[src/psd_map.vh]
/*
  psd_map.vh: register byte offsets, field positions and reset values of the
  pulse-width generator with dead-band and output stage.
  Assumes a byte address port and 32-bit word registers on aligned offsets.
*/
`ifndef PSD_MAP_VH
`define PSD_MAP_VH
// ----------------------------------------------------------------
// register offsets
// ----------------------------------------------------------------
`define PSD_REG_UPD_CTL 8'h00
`define PSD_REG_CNT_SYNC 8'h04
`define PSD_REG_PIN_GATE 8'h08
`define PSD_REG_PIN_FLIP 8'h0c
`define PSD_REG_FAULT_EN 8'h10
`define PSD_REG_MOD_INTEN 8'h14
`define PSD_REG_MOD_RIS 8'h18
`define PSD_REG_MOD_ISC 8'h1c
`define PSD_REG_MOD_STAT 8'h20
`define PSD_REG_GEN_CTL 8'h40
`define PSD_REG_GEN_INTEN 8'h44
`define PSD_REG_GEN_RIS 8'h48
`define PSD_REG_GEN_ISC 8'h4c
`define PSD_REG_PERIOD 8'h50
`define PSD_REG_COUNT 8'h54
`define PSD_REG_CMP_A 8'h58
`define PSD_REG_CMP_B 8'h5c
`define PSD_REG_ACT_A 8'h60
`define PSD_REG_ACT_B 8'h64
`define PSD_REG_DB_CTL 8'h68
`define PSD_REG_DB_RISE 8'h6c
`define PSD_REG_DB_FALL 8'h70
// ----------------------------------------------------------------
// field positions
// ----------------------------------------------------------------
`define PSD_GC_RUN 0
`define PSD_GC_UPDOWN 1
`define PSD_GC_SYNCUPD 2
`define PSD_GC_DBGRUN 3
`define PSD_MI_GEN 0
`define PSD_MI_FAULT 1
`define PSD_GI_TRIG_LSB 8
`define PSD_DB_EN 0
`define PSD_EV_ZERO 0
`define PSD_EV_LOAD 1
`define PSD_EV_AUP 2
`define PSD_EV_ADN 3
`define PSD_EV_BUP 4
`define PSD_EV_BDN 5
// ----------------------------------------------------------------
// action codes and reset values
// ----------------------------------------------------------------
`define PSD_ACT_KEEP 2'h0
`define PSD_ACT_TOGGLE 2'h1
`define PSD_ACT_LOW 2'h2
`define PSD_ACT_HIGH 2'h3
`define PSD_RST_WORD 32'h0000_0000
`define PSD_RST_CNT 16'h0000
`define PSD_RST_DB 12'h000
`endif

[src/psd_top.v]
/*
  psd_top.v: one pulse-width generator with counter, two comparators, per-event
  output actions, dead-band pair, interrupt and converter trigger selection,
  fault and debug stall handling, and the pin gating and polarity stage.
  Assumes a single-cycle register master on CLK_SYS; FAULT_IN and DBG_STALL
  come from outside the clock domain and are synchronised here.
*/
`timescale 1ns/1ps
`include "psd_map.vh"
`default_nettype none

module psd_top (
  input wire CLK_SYS,
  input wire SYS_RST,
  input wire [7:0] ADDR,
  input wire [31:0] WDATA,
  input wire WR,
  input wire RD,
  output reg [31:0] RDATA,
  input wire FAULT_IN,
  input wire DBG_STALL,
  output reg PWM_OUT0,
  output reg PWM_OUT1,
  output reg INT_OUT,
  output reg ADC_TRIG
);

  // ----------------------------------------------------------------
  // functions
  // ----------------------------------------------------------------
  // action decode
  function act;
    input cur;
    input [1:0] code;
    begin
      case (code)
        `PSD_ACT_TOGGLE: act = ~cur;
        `PSD_ACT_LOW: act = 1'b0;
        `PSD_ACT_HIGH: act = 1'b1;
        default: act = cur;
      endcase
    end
  endfunction
  // zero then load, then one compare event; own comparator preferred
  function gen_step;
    input cur;
    input [11:0] code;
    input [5:0] ev;
    input own_b;
    reg x;
    begin
      x = cur;
      if (ev[`PSD_EV_ZERO])
        x = act(x, code[2*`PSD_EV_ZERO +: 2]);
      if (ev[`PSD_EV_LOAD])
        x = act(x, code[2*`PSD_EV_LOAD +: 2]);
      if (!own_b && (ev[`PSD_EV_AUP] || ev[`PSD_EV_ADN])) begin
        x = ev[`PSD_EV_AUP] ? act(x, code[2*`PSD_EV_AUP +: 2]) : act(x, code[2*`PSD_EV_ADN +: 2]);
      end else if (ev[`PSD_EV_BUP] || ev[`PSD_EV_BDN]) begin
        x = ev[`PSD_EV_BUP] ? act(x, code[2*`PSD_EV_BUP +: 2]) : act(x, code[2*`PSD_EV_BDN +: 2]);
      end else if (ev[`PSD_EV_AUP] || ev[`PSD_EV_ADN]) begin
        x = ev[`PSD_EV_AUP] ? act(x, code[2*`PSD_EV_AUP +: 2]) : act(x, code[2*`PSD_EV_ADN +: 2]);
      end
      gen_step = x;
    end
  endfunction
  // ----------------------------------------------------------------
  // registers
  // ----------------------------------------------------------------
  reg upd_req_r;
  reg sync_req_r;
  reg [1:0] gate_r;
  reg [1:0] flip_r;
  reg [1:0] fault_en_r;
  reg [1:0] mod_inten_r;
  reg fault_sticky_r;
  reg [3:0] gen_ctl_r;
  reg [5:0] int_sel_r;
  reg [5:0] trig_sel_r;
  reg [5:0] gen_ris_r;
  reg [15:0] load_sh_r;
  reg [15:0] cmpa_sh_r;
  reg [15:0] cmpb_sh_r;
  reg [15:0] load_r;
  reg [15:0] cmpa_r;
  reg [15:0] cmpb_r;
  reg [11:0] act_a_r;
  reg [11:0] act_b_r;
  reg db_en_r;
  reg [11:0] db_rise_r;
  reg [11:0] db_fall_r;
  reg [15:0] cnt_r;
  reg dir_r;
  reg halt_r;
  reg gen_a_r;
  reg gen_b_r;
  reg [11:0] rcnt_r;
  reg [11:0] fcnt_r;
  reg fault_m_r;
  reg fault_s_r;
  reg stall_m_r;
  reg stall_s_r;
  // ----------------------------------------------------------------
  // synchronisers
  // ----------------------------------------------------------------
  always @(posedge CLK_SYS or posedge SYS_RST) begin
    if (SYS_RST) begin
      fault_m_r <= 1'b0;
      fault_s_r <= 1'b0;
      stall_m_r <= 1'b0;
      stall_s_r <= 1'b0;
    end else begin
      fault_m_r <= FAULT_IN;
      fault_s_r <= fault_m_r;
      stall_m_r <= DBG_STALL;
      stall_s_r <= stall_m_r;
    end
  end
  // ----------------------------------------------------------------
  // events
  // ----------------------------------------------------------------
  wire run = gen_ctl_r[`PSD_GC_RUN];
  wire ud = gen_ctl_r[`PSD_GC_UPDOWN];
  wire at_zero = (cnt_r == `PSD_RST_CNT);
  wire at_load = (cnt_r == load_r);
  // stop at zero unless told to keep running
  wire hold = stall_s_r && !gen_ctl_r[`PSD_GC_DBGRUN] && at_zero;
  wire ev_ok = run && !halt_r;
  wire ev_zero = ev_ok && at_zero;
  wire ev_load = ev_ok && at_load;
  // compare suppressed at zero and load
  wire ma = ev_ok && (cnt_r == cmpa_r) && (cmpa_r <= load_r) && !at_zero && !at_load;
  wire mb = ev_ok && (cnt_r == cmpb_r) && (cmpb_r <= load_r) && !at_zero && !at_load;
  // down mode keeps dir low, only down matches
  wire [5:0] ev = {mb && !dir_r, mb && dir_r, ma && !dir_r, ma && dir_r,
                   ev_load, ev_zero};
  // ----------------------------------------------------------------
  // update of active values
  // ----------------------------------------------------------------
  // immediate mode copies at zero
  wire upd_now = at_zero && !halt_r &&
                 (!gen_ctl_r[`PSD_GC_SYNCUPD] || upd_req_r);
  wire [15:0] load_use = upd_now ? load_sh_r : load_r;
  wire upd_wr = WR && (ADDR == `PSD_REG_UPD_CTL) && WDATA[0];
  always @(posedge CLK_SYS or posedge SYS_RST) begin
    if (SYS_RST) begin
      load_r <= `PSD_RST_CNT;
      cmpa_r <= `PSD_RST_CNT;
      cmpb_r <= `PSD_RST_CNT;
      upd_req_r <= 1'b0;
    end else begin
      if (upd_now) begin
        load_r <= load_sh_r;
        cmpa_r <= cmpa_sh_r;
        cmpb_r <= cmpb_sh_r;
      end
      // a new request arriving as one completes stays pending
      if (upd_wr)
        upd_req_r <= 1'b1;
      else if (upd_now && gen_ctl_r[`PSD_GC_SYNCUPD])
        upd_req_r <= 1'b0;
    end
  end

  // ----------------------------------------------------------------
  // counter
  // ----------------------------------------------------------------
  always @(posedge CLK_SYS or posedge SYS_RST) begin
    if (SYS_RST) begin
      cnt_r <= `PSD_RST_CNT;
      dir_r <= 1'b0;
      halt_r <= 1'b0;
    end else begin
      halt_r <= run && hold;
      if (sync_req_r) begin
        cnt_r <= `PSD_RST_CNT;
        dir_r <= 1'b0;
      end else if (run && !hold) begin
        // reload at zero gives load plus one clocks
        if (!ud) begin
          dir_r <= 1'b0;
          cnt_r <= at_zero ? load_use : cnt_r - 16'h0001;
        end else if (at_zero) begin
          dir_r <= (load_use != `PSD_RST_CNT);
          cnt_r <= (load_use != `PSD_RST_CNT) ? 16'h0001 : `PSD_RST_CNT;
        end else if (at_load || !dir_r) begin
          dir_r <= 1'b0;
          cnt_r <= cnt_r - 16'h0001;
        end else begin
          cnt_r <= cnt_r + 16'h0001;
        end
      end
    end
  end

  // ----------------------------------------------------------------
  // signal generator and dead-band
  // ----------------------------------------------------------------
  wire gen_a_nxt = gen_step(gen_a_r, act_a_r, ev, 1'b0);
  wire gen_b_nxt = gen_step(gen_b_r, act_b_r, ev, 1'b1);
  // rise waits for the rise count
  wire db_a = gen_a_r && (rcnt_r == db_rise_r);
  // inverse, rise waits for the fall count
  wire db_b = !gen_a_r && (fcnt_r == db_fall_r);
  wire sig0 = db_en_r ? db_a : gen_a_r;
  wire sig1 = db_en_r ? db_b : gen_b_r;
  wire flt = fault_s_r;
  always @(posedge CLK_SYS or posedge SYS_RST) begin
    if (SYS_RST) begin
      gen_a_r <= 1'b0;
      gen_b_r <= 1'b0;
      rcnt_r <= `PSD_RST_DB;
      fcnt_r <= `PSD_RST_DB;
    end else begin
      gen_a_r <= gen_a_nxt;
      gen_b_r <= gen_b_nxt;
      // delay counters restart on every edge of the source
      if (!gen_a_r)
        rcnt_r <= `PSD_RST_DB;
      else if (rcnt_r != db_rise_r)
        rcnt_r <= rcnt_r + 12'h001;
      if (gen_a_r)
        fcnt_r <= `PSD_RST_DB;
      else if (fcnt_r != db_fall_r)
        fcnt_r <= fcnt_r + 12'h001;
    end
  end

  // ----------------------------------------------------------------
  // output stage, interrupt and trigger
  // ----------------------------------------------------------------
  wire [5:0] int_hit = ev & int_sel_r;
  wire [1:0] mod_ris = {fault_sticky_r, |gen_ris_r};
  wire [1:0] mod_isc = mod_ris & mod_inten_r;

  always @(posedge CLK_SYS or posedge SYS_RST) begin
    if (SYS_RST) begin
      PWM_OUT0 <= 1'b0;
      PWM_OUT1 <= 1'b0;
      INT_OUT <= 1'b0;
      ADC_TRIG <= 1'b0;
    end else begin
      PWM_OUT0 <= (sig0 && gate_r[0] && !(flt && fault_en_r[0])) ^ flip_r[0];
      PWM_OUT1 <= (sig1 && gate_r[1] && !(flt && fault_en_r[1])) ^ flip_r[1];
      INT_OUT <= |mod_isc;
      ADC_TRIG <= |(ev & trig_sel_r);
    end
  end

  // ----------------------------------------------------------------
  // register writes
  // ----------------------------------------------------------------
  always @(posedge CLK_SYS or posedge SYS_RST) begin
    if (SYS_RST) begin
      sync_req_r <= 1'b0;
      gate_r <= 2'h0;
      flip_r <= 2'h0;
      fault_en_r <= 2'h0;
      mod_inten_r <= 2'h0;
      fault_sticky_r <= 1'b0;
      gen_ctl_r <= 4'h0;
      int_sel_r <= 6'h00;
      trig_sel_r <= 6'h00;
      gen_ris_r <= 6'h00;
      load_sh_r <= `PSD_RST_CNT;
      cmpa_sh_r <= `PSD_RST_CNT;
      cmpb_sh_r <= `PSD_RST_CNT;
      act_a_r <= 12'h000;
      act_b_r <= 12'h000;
      db_en_r <= 1'b0;
      db_rise_r <= `PSD_RST_DB;
      db_fall_r <= `PSD_RST_DB;
    end else begin
      sync_req_r <= WR && (ADDR == `PSD_REG_CNT_SYNC) && WDATA[0];
      // set wins over the write-one clear
      if (flt)
        fault_sticky_r <= 1'b1;
      else if (WR && (ADDR == `PSD_REG_MOD_ISC) && WDATA[`PSD_MI_FAULT])
        fault_sticky_r <= 1'b0;
      if (WR && (ADDR == `PSD_REG_GEN_ISC))
        gen_ris_r <= (gen_ris_r & ~WDATA[5:0]) | int_hit;
      else
        gen_ris_r <= gen_ris_r | int_hit;
      if (WR) begin
        case (ADDR)
          `PSD_REG_PIN_GATE: gate_r <= WDATA[1:0];
          `PSD_REG_PIN_FLIP: flip_r <= WDATA[1:0];
          `PSD_REG_FAULT_EN: fault_en_r <= WDATA[1:0];
          `PSD_REG_MOD_INTEN: mod_inten_r <= WDATA[1:0];
          `PSD_REG_GEN_CTL: gen_ctl_r <= WDATA[3:0];
          `PSD_REG_GEN_INTEN: begin
            int_sel_r <= WDATA[5:0];
            trig_sel_r <= WDATA[`PSD_GI_TRIG_LSB+5:`PSD_GI_TRIG_LSB];
          end
          `PSD_REG_PERIOD: load_sh_r <= WDATA[15:0];
          `PSD_REG_CMP_A: cmpa_sh_r <= WDATA[15:0];
          `PSD_REG_CMP_B: cmpb_sh_r <= WDATA[15:0];
          `PSD_REG_ACT_A: act_a_r <= WDATA[11:0];
          `PSD_REG_ACT_B: act_b_r <= WDATA[11:0];
          `PSD_REG_DB_CTL: db_en_r <= WDATA[`PSD_DB_EN];
          `PSD_REG_DB_RISE: db_rise_r <= WDATA[11:0];
          `PSD_REG_DB_FALL: db_fall_r <= WDATA[11:0];
          default: begin
          end
        endcase
      end
    end
  end

  // ----------------------------------------------------------------
  // register reads
  // ----------------------------------------------------------------
  // read data stand one cycle only; unmapped offsets read zero
  always @(posedge CLK_SYS or posedge SYS_RST) begin
    if (SYS_RST) begin
      RDATA <= `PSD_RST_WORD;
    end else if (!RD) begin
      RDATA <= `PSD_RST_WORD;
    end else begin
      case (ADDR)
        `PSD_REG_UPD_CTL: RDATA <= {31'h0, upd_req_r};
        `PSD_REG_CNT_SYNC: RDATA <= {31'h0, sync_req_r};
        `PSD_REG_PIN_GATE: RDATA <= {30'h0, gate_r};
        `PSD_REG_PIN_FLIP: RDATA <= {30'h0, flip_r};
        `PSD_REG_FAULT_EN: RDATA <= {30'h0, fault_en_r};
        `PSD_REG_MOD_INTEN: RDATA <= {30'h0, mod_inten_r};
        `PSD_REG_MOD_RIS: RDATA <= {30'h0, mod_ris};
        `PSD_REG_MOD_ISC: RDATA <= {30'h0, mod_isc};
        `PSD_REG_MOD_STAT: RDATA <= {31'h0, flt};
        `PSD_REG_GEN_CTL: RDATA <= {28'h0, gen_ctl_r};
        `PSD_REG_GEN_INTEN: RDATA <= {18'h0, trig_sel_r, 2'h0, int_sel_r};
        `PSD_REG_GEN_RIS: RDATA <= {26'h0, gen_ris_r};
        `PSD_REG_GEN_ISC: RDATA <= {26'h0, gen_ris_r};
        `PSD_REG_PERIOD: RDATA <= {16'h0, load_sh_r};
        `PSD_REG_COUNT: RDATA <= {16'h0, cnt_r};
        `PSD_REG_CMP_A: RDATA <= {16'h0, cmpa_sh_r};
        `PSD_REG_CMP_B: RDATA <= {16'h0, cmpb_sh_r};
        `PSD_REG_ACT_A: RDATA <= {20'h0, act_a_r};
        `PSD_REG_ACT_B: RDATA <= {20'h0, act_b_r};
        `PSD_REG_DB_CTL: RDATA <= {31'h0, db_en_r};
        `PSD_REG_DB_RISE: RDATA <= {20'h0, db_rise_r};
        `PSD_REG_DB_FALL: RDATA <= {20'h0, db_fall_r};
        default: RDATA <= `PSD_RST_WORD;
      endcase
    end
  end

endmodule // psd_top

`default_nettype wire

[config.mk]
export PLATFORM = sky130hd
export DESIGN_NAME = psd_top
export DESIGN_NICKNAME = d
export VERILOG_FILES = /design/src/psd_top.v
export VERILOG_INCLUDE_DIRS = /design/src
export SDC_FILE = /design/constraint.sdc
export NUM_CORES = 1
export LEC_CHECK = 0
export BUFFER_PORTS_ARGS = -buffer_cell sky130_fd_sc_hd__buf_2
export CAP_MARGIN = 20
export CORE_UTILIZATION = 39
export CTS_BUF_LIST = sky130_fd_sc_hd__clkbuf_8
export DETAILED_ROUTE_END_ITERATION = 8
export SLEW_MARGIN = 20
export SYNTH_ARGS = -nofsm -noshare
export SYNTH_HDL_FRONTEND = slang
export SYNTH_SLANG_ARGS = --single-unit
[constraint.sdc]
create_clock -name CLK_SYS -period 7.99 [get_ports CLK_SYS]
set_input_delay 0.3995 -clock CLK_SYS [delete_from_list [all_inputs] [get_ports CLK_SYS]]
set_output_delay 0.3995 -clock CLK_SYS [all_outputs]
set_load 0.01 [all_outputs]
==> summary.txt <==
Status
  – Status: finished clean

Worst setup path
  – Crit path DAT: 4770 ps
  – CP max FO: 64
  – Reg2Reg Setup Slack: 3690 ps
  – Levels on crit path: 10
  – Slowest CP cell: buf_4
  – Top Family by Delay on Critical Path: simple AND/OR/NAND/NOR gates
  – Critical path class: flip-flop to flip-flop
  – Slowest Stage Delay on Critical Path: 650 ps
  – Critical Path Source Type: flip-flop
  – Setup crit end kind: flip-flop
  – FF-to-FF path depth: 10
  – Worst path cell trace: nor4_2 > nand4_2 > a2111oi_4 > buf_4 > mux2i_1 > nor4bb_1 > nand4b_1 > nand4b_2 > o21ai_0 > o2bb2ai_1
  – CP required: 8460 ps
  – Bufs and invs on worst path: 1

Pwr
  – Pwr Total: 3874 µW
  – Peak VDD IR: 0.1254 mV
  – Clock share of power: 0.300
  – Switching power share of the total: 0.3597
  – Psw: 1394 µW
  – Power density cells: 262.8 mW/mm²
  – LEAKAGE: 0.007001 µW
  – Sequential power share: 0.430
  – Internal power: 2481 µW
  – Logic pwr share: 0.269

Logic synthesis
  – Count of cell types in the netlist: 73
  – Gate Count Post-Synth: 1239
  – Top_reg_cell synth: dfrtp_1
  – Seq/Total Area, Yosys: 0.4643
  – #FFs+latches synth: 246
  – Post-synth EDFFs: 0
  – Cell taking the most area after synthesis: dfrtp_1
  – Post-synth top area share: 0.4643
  – Post-synth design cell area: 0.01326 mm²
  – Synth warn: 0
  – Share of flip-flops with an asynchronous set or reset: 1.000
  – Synthesized area per cell: 10.70 µm²
  – Synth top area cells: dfrtp_1, mux2_2, xor2_1, ha_1, nand2_1

Finish
  – Post-route non-filler standard cell count: 1762
  – Synth-to-Final Area Change: 11.21%
  – Register Area: 0.006156 mm²
  – Share of layout cells above drive strength 1: 0.2245
  – Util after Layout: 0.4397
  – Fin nets: 1365
  – Multi-input logic area: 0.006640 mm²
  – Ant. Diodes: 0
  – Fill count: 3178
  – Most frequent cells in the layout: dfrtp_1, mux2_2, nand2_1, xor2_1, nor2_1
  – Most common cell after layout, fill and taps aside: dfrtp_1

Global route
  – Grt ovf: 0
  – Initial antenna violation count: 0
  – GRT Max-Usage Layer: met2
  – Grt met1 use: 0.2975
  – First-pass GRT wire length: 60000 µm
  – GRT Util Overall: 0.2244
  – GR Util met3: 0.04175
  – Largest net degree at the start of global routing: 97
  – Met2 usage: 0.3631
  – Vias in the first global route: 10130

STA
  – Worst-Margin Slew: 1151 ps
  – Max Clk Rate: 232.8 MHz
  – Final Setup Violations: 0
  – RSZ-0062 raised after global routing: no
  – Final min period: 4296 ps
  – Clock Skew: 27.44 ps
  – Final Hold Viols: 0
  – Period utilization: 0.5377
  – Final setup TNS: 0 ps
  – Final WS setup: 3694 ps
  – Final Max Slew Viols: 0
  – Relative slew slack: 0.2296

Placement
  – DP Worst Slack: 3794 ps
  – PortBufs: 49
  – DPL Wire Length: 28330 µm
  – Placer Congestion: 0.8977
  – Dpl cells: 1681

Drt
  – Via count: 10100
  – First-pass detailed-route iteration total: 5
  – DRC: 0
  – Routed length per placed instance: 21.93 µm
  – Drt total wl: 38650 µm
  – DRT iter0 DRCs: 649
  – Vias per cell: 5.733
  – Routed Antenna Nets: 0

Die
  – Row count: 67
  – Initial Utilization: 0.3954
  – CORE AREA: 0.03353 mm²
  – Die width: 186.4 µm
  – Die span in y: 186.4 µm
  – Die area: 0.03474 mm²
  – # IOs: 82

Clock tree
  – Total CTS buffers: 45
  – Post-cts resize count: 0
  – Sink Count: 246
  – Post-CTS Setup Bufs: 0
  – Clk slew on worst S/H paths: 60 ps
  – Root buffer cell: clkbuf_8
  – Clk_lat worst skew: 590 ps
  – Clk buf depth: 3
  – Hold-fix buffers at CTS: 3
  – Number of H-tree levels: 2
  – TritonCTS clock tree: built

Hold path
  – Worst hold path type: input pin to flip-flop
  – Hold depth: 2

Run
  – Max Cap Viol: 0
-- logic make-up after synthesis --
logic type | count (synthesis) | share of synthesized area
other | 1 | 0.0002828
adders and majority gates | 36 | 0.03397
buffers and inverters | 118 | 0.04029
and+or+nand+nor | 345 | 0.1315
AOI/OAI and AO/OA | 227 | 0.1232
xor gates and xnor gates | 97 | 0.06407
DFF | 246 | 0.4643
muxes | 169 | 0.1424
-- cell usage after synthesis, types with 4 or more instances --
| cell type | number |
|---|---|
| a211oi_1 | 4 |
| a21boi_0 | 5 |
| a21o_1 | 9 |
| a21oi_1 | 45 |
| a221oi_1 | 14 |
| a222oi_1 | 17 |
| a22o_1 | 15 |
| a22oi_1 | 15 |
| a31oi_1 | 16 |
| a32oi_1 | 4 |
| and2_1 | 20 |
| and3_1 | 10 |
| buf_1 | 4 |
| buf_2 | 10 |
| buf_4 | 17 |
| clkbuf_1 | 52 |
| dfrtp_1 | 246 |
| ha_1 | 36 |
| inv_1 | 33 |
| mux2_2 | 156 |
| mux2i_1 | 12 |
| nand2_1 | 97 |
| nand2b_1 | 7 |
| nand3_1 | 33 |
| nand4_1 | 22 |
| nor2_1 | 61 |
| nor2b_1 | 11 |
| nor3_1 | 30 |
| nor4_1 | 23 |
| o21ai_0 | 40 |
| o22ai_1 | 4 |
| or3_1 | 10 |
| xnor2_1 | 30 |
| xor2_1 | 67 |
-- worst reg2reg max path: stages (launching register included) --
cell and delay [ps]:
dfrtp_1 610, nor4_2 580, nand4_2 490, a2111oi_4 380, buf_4 650, mux2i_1 540
nor4bb_1 340, nand4b_1 180, nand4b_2 160, o21ai_0 100, o2bb2ai_1 160
-- metrics by stage --
| step | hold WS [ps] | cell area, µm² |
|---|---|---|
| after floorplan | 331.2 | 13320 |
| after global placement | 333.5 | 13840 |
| after detailed placement | 340.4 | 13840 |
| after CTS | 42.23 | 14740 |
| after global routing | 51.29 | 14750 |
| final | 80.72 | 14750 |
-- power groups by stage --
stage          Combinational, µW  Clock (µW)  Sequential, µW
4_1_cts                     1050        1200            1660
6_report                    1040        1160            1670
3_3_place_gp                1030           0            1680
2_1_floorplan                870           0            1510
3_5_place_dp                1050           0            1680
5_1_grt                     1160        1240            1690
-- routing by layer --
metal  wire (µm)  up-vias
li1            -     4594
met1       16920     5103
met2       18310      329
met3        2240       75
met4        1175        0
met5           0        -
-- final cells by class --
type                    instances  share of cell area
multi-input cells             890              0.4503
flip-flops and latches        246              0.4175
well taps                     448             0.03801
repair buffers                 67             0.02656
inverters                      33            0.008910
clock inverters                25            0.009249
clock buffers                  53             0.04947
-- sequential cells by signal, indices dropped and copies added (netlist names), 12 cells and up --
name       flops
act_a_r       12
rcnt_r        12
cmpb_sh_r     16
RDATA         16
cmpa_sh_r     16
db_fall_r     12
load_sh_r     16
db_rise_r     12
load_r        16
act_b_r       12
cmpa_r        16
cnt_r         16
cmpb_r        16
fcnt_r        12
-- worst paths after layout --
path	startpoint	to
setup / recovery	cnt_r[5]	dir_r
setup reg to reg	cnt_r[5]	dir_r
hold reg to reg	fault_m_r	fault_s_r
hold / removal	WDATA[15]	load_sh_r[15]
min in group asynchronous	SYS_RST	stall_s_r
max in group asynchronous	SYS_RST	act_b_r[9]
No activity file was read; power rests on OpenSTA's default activity.
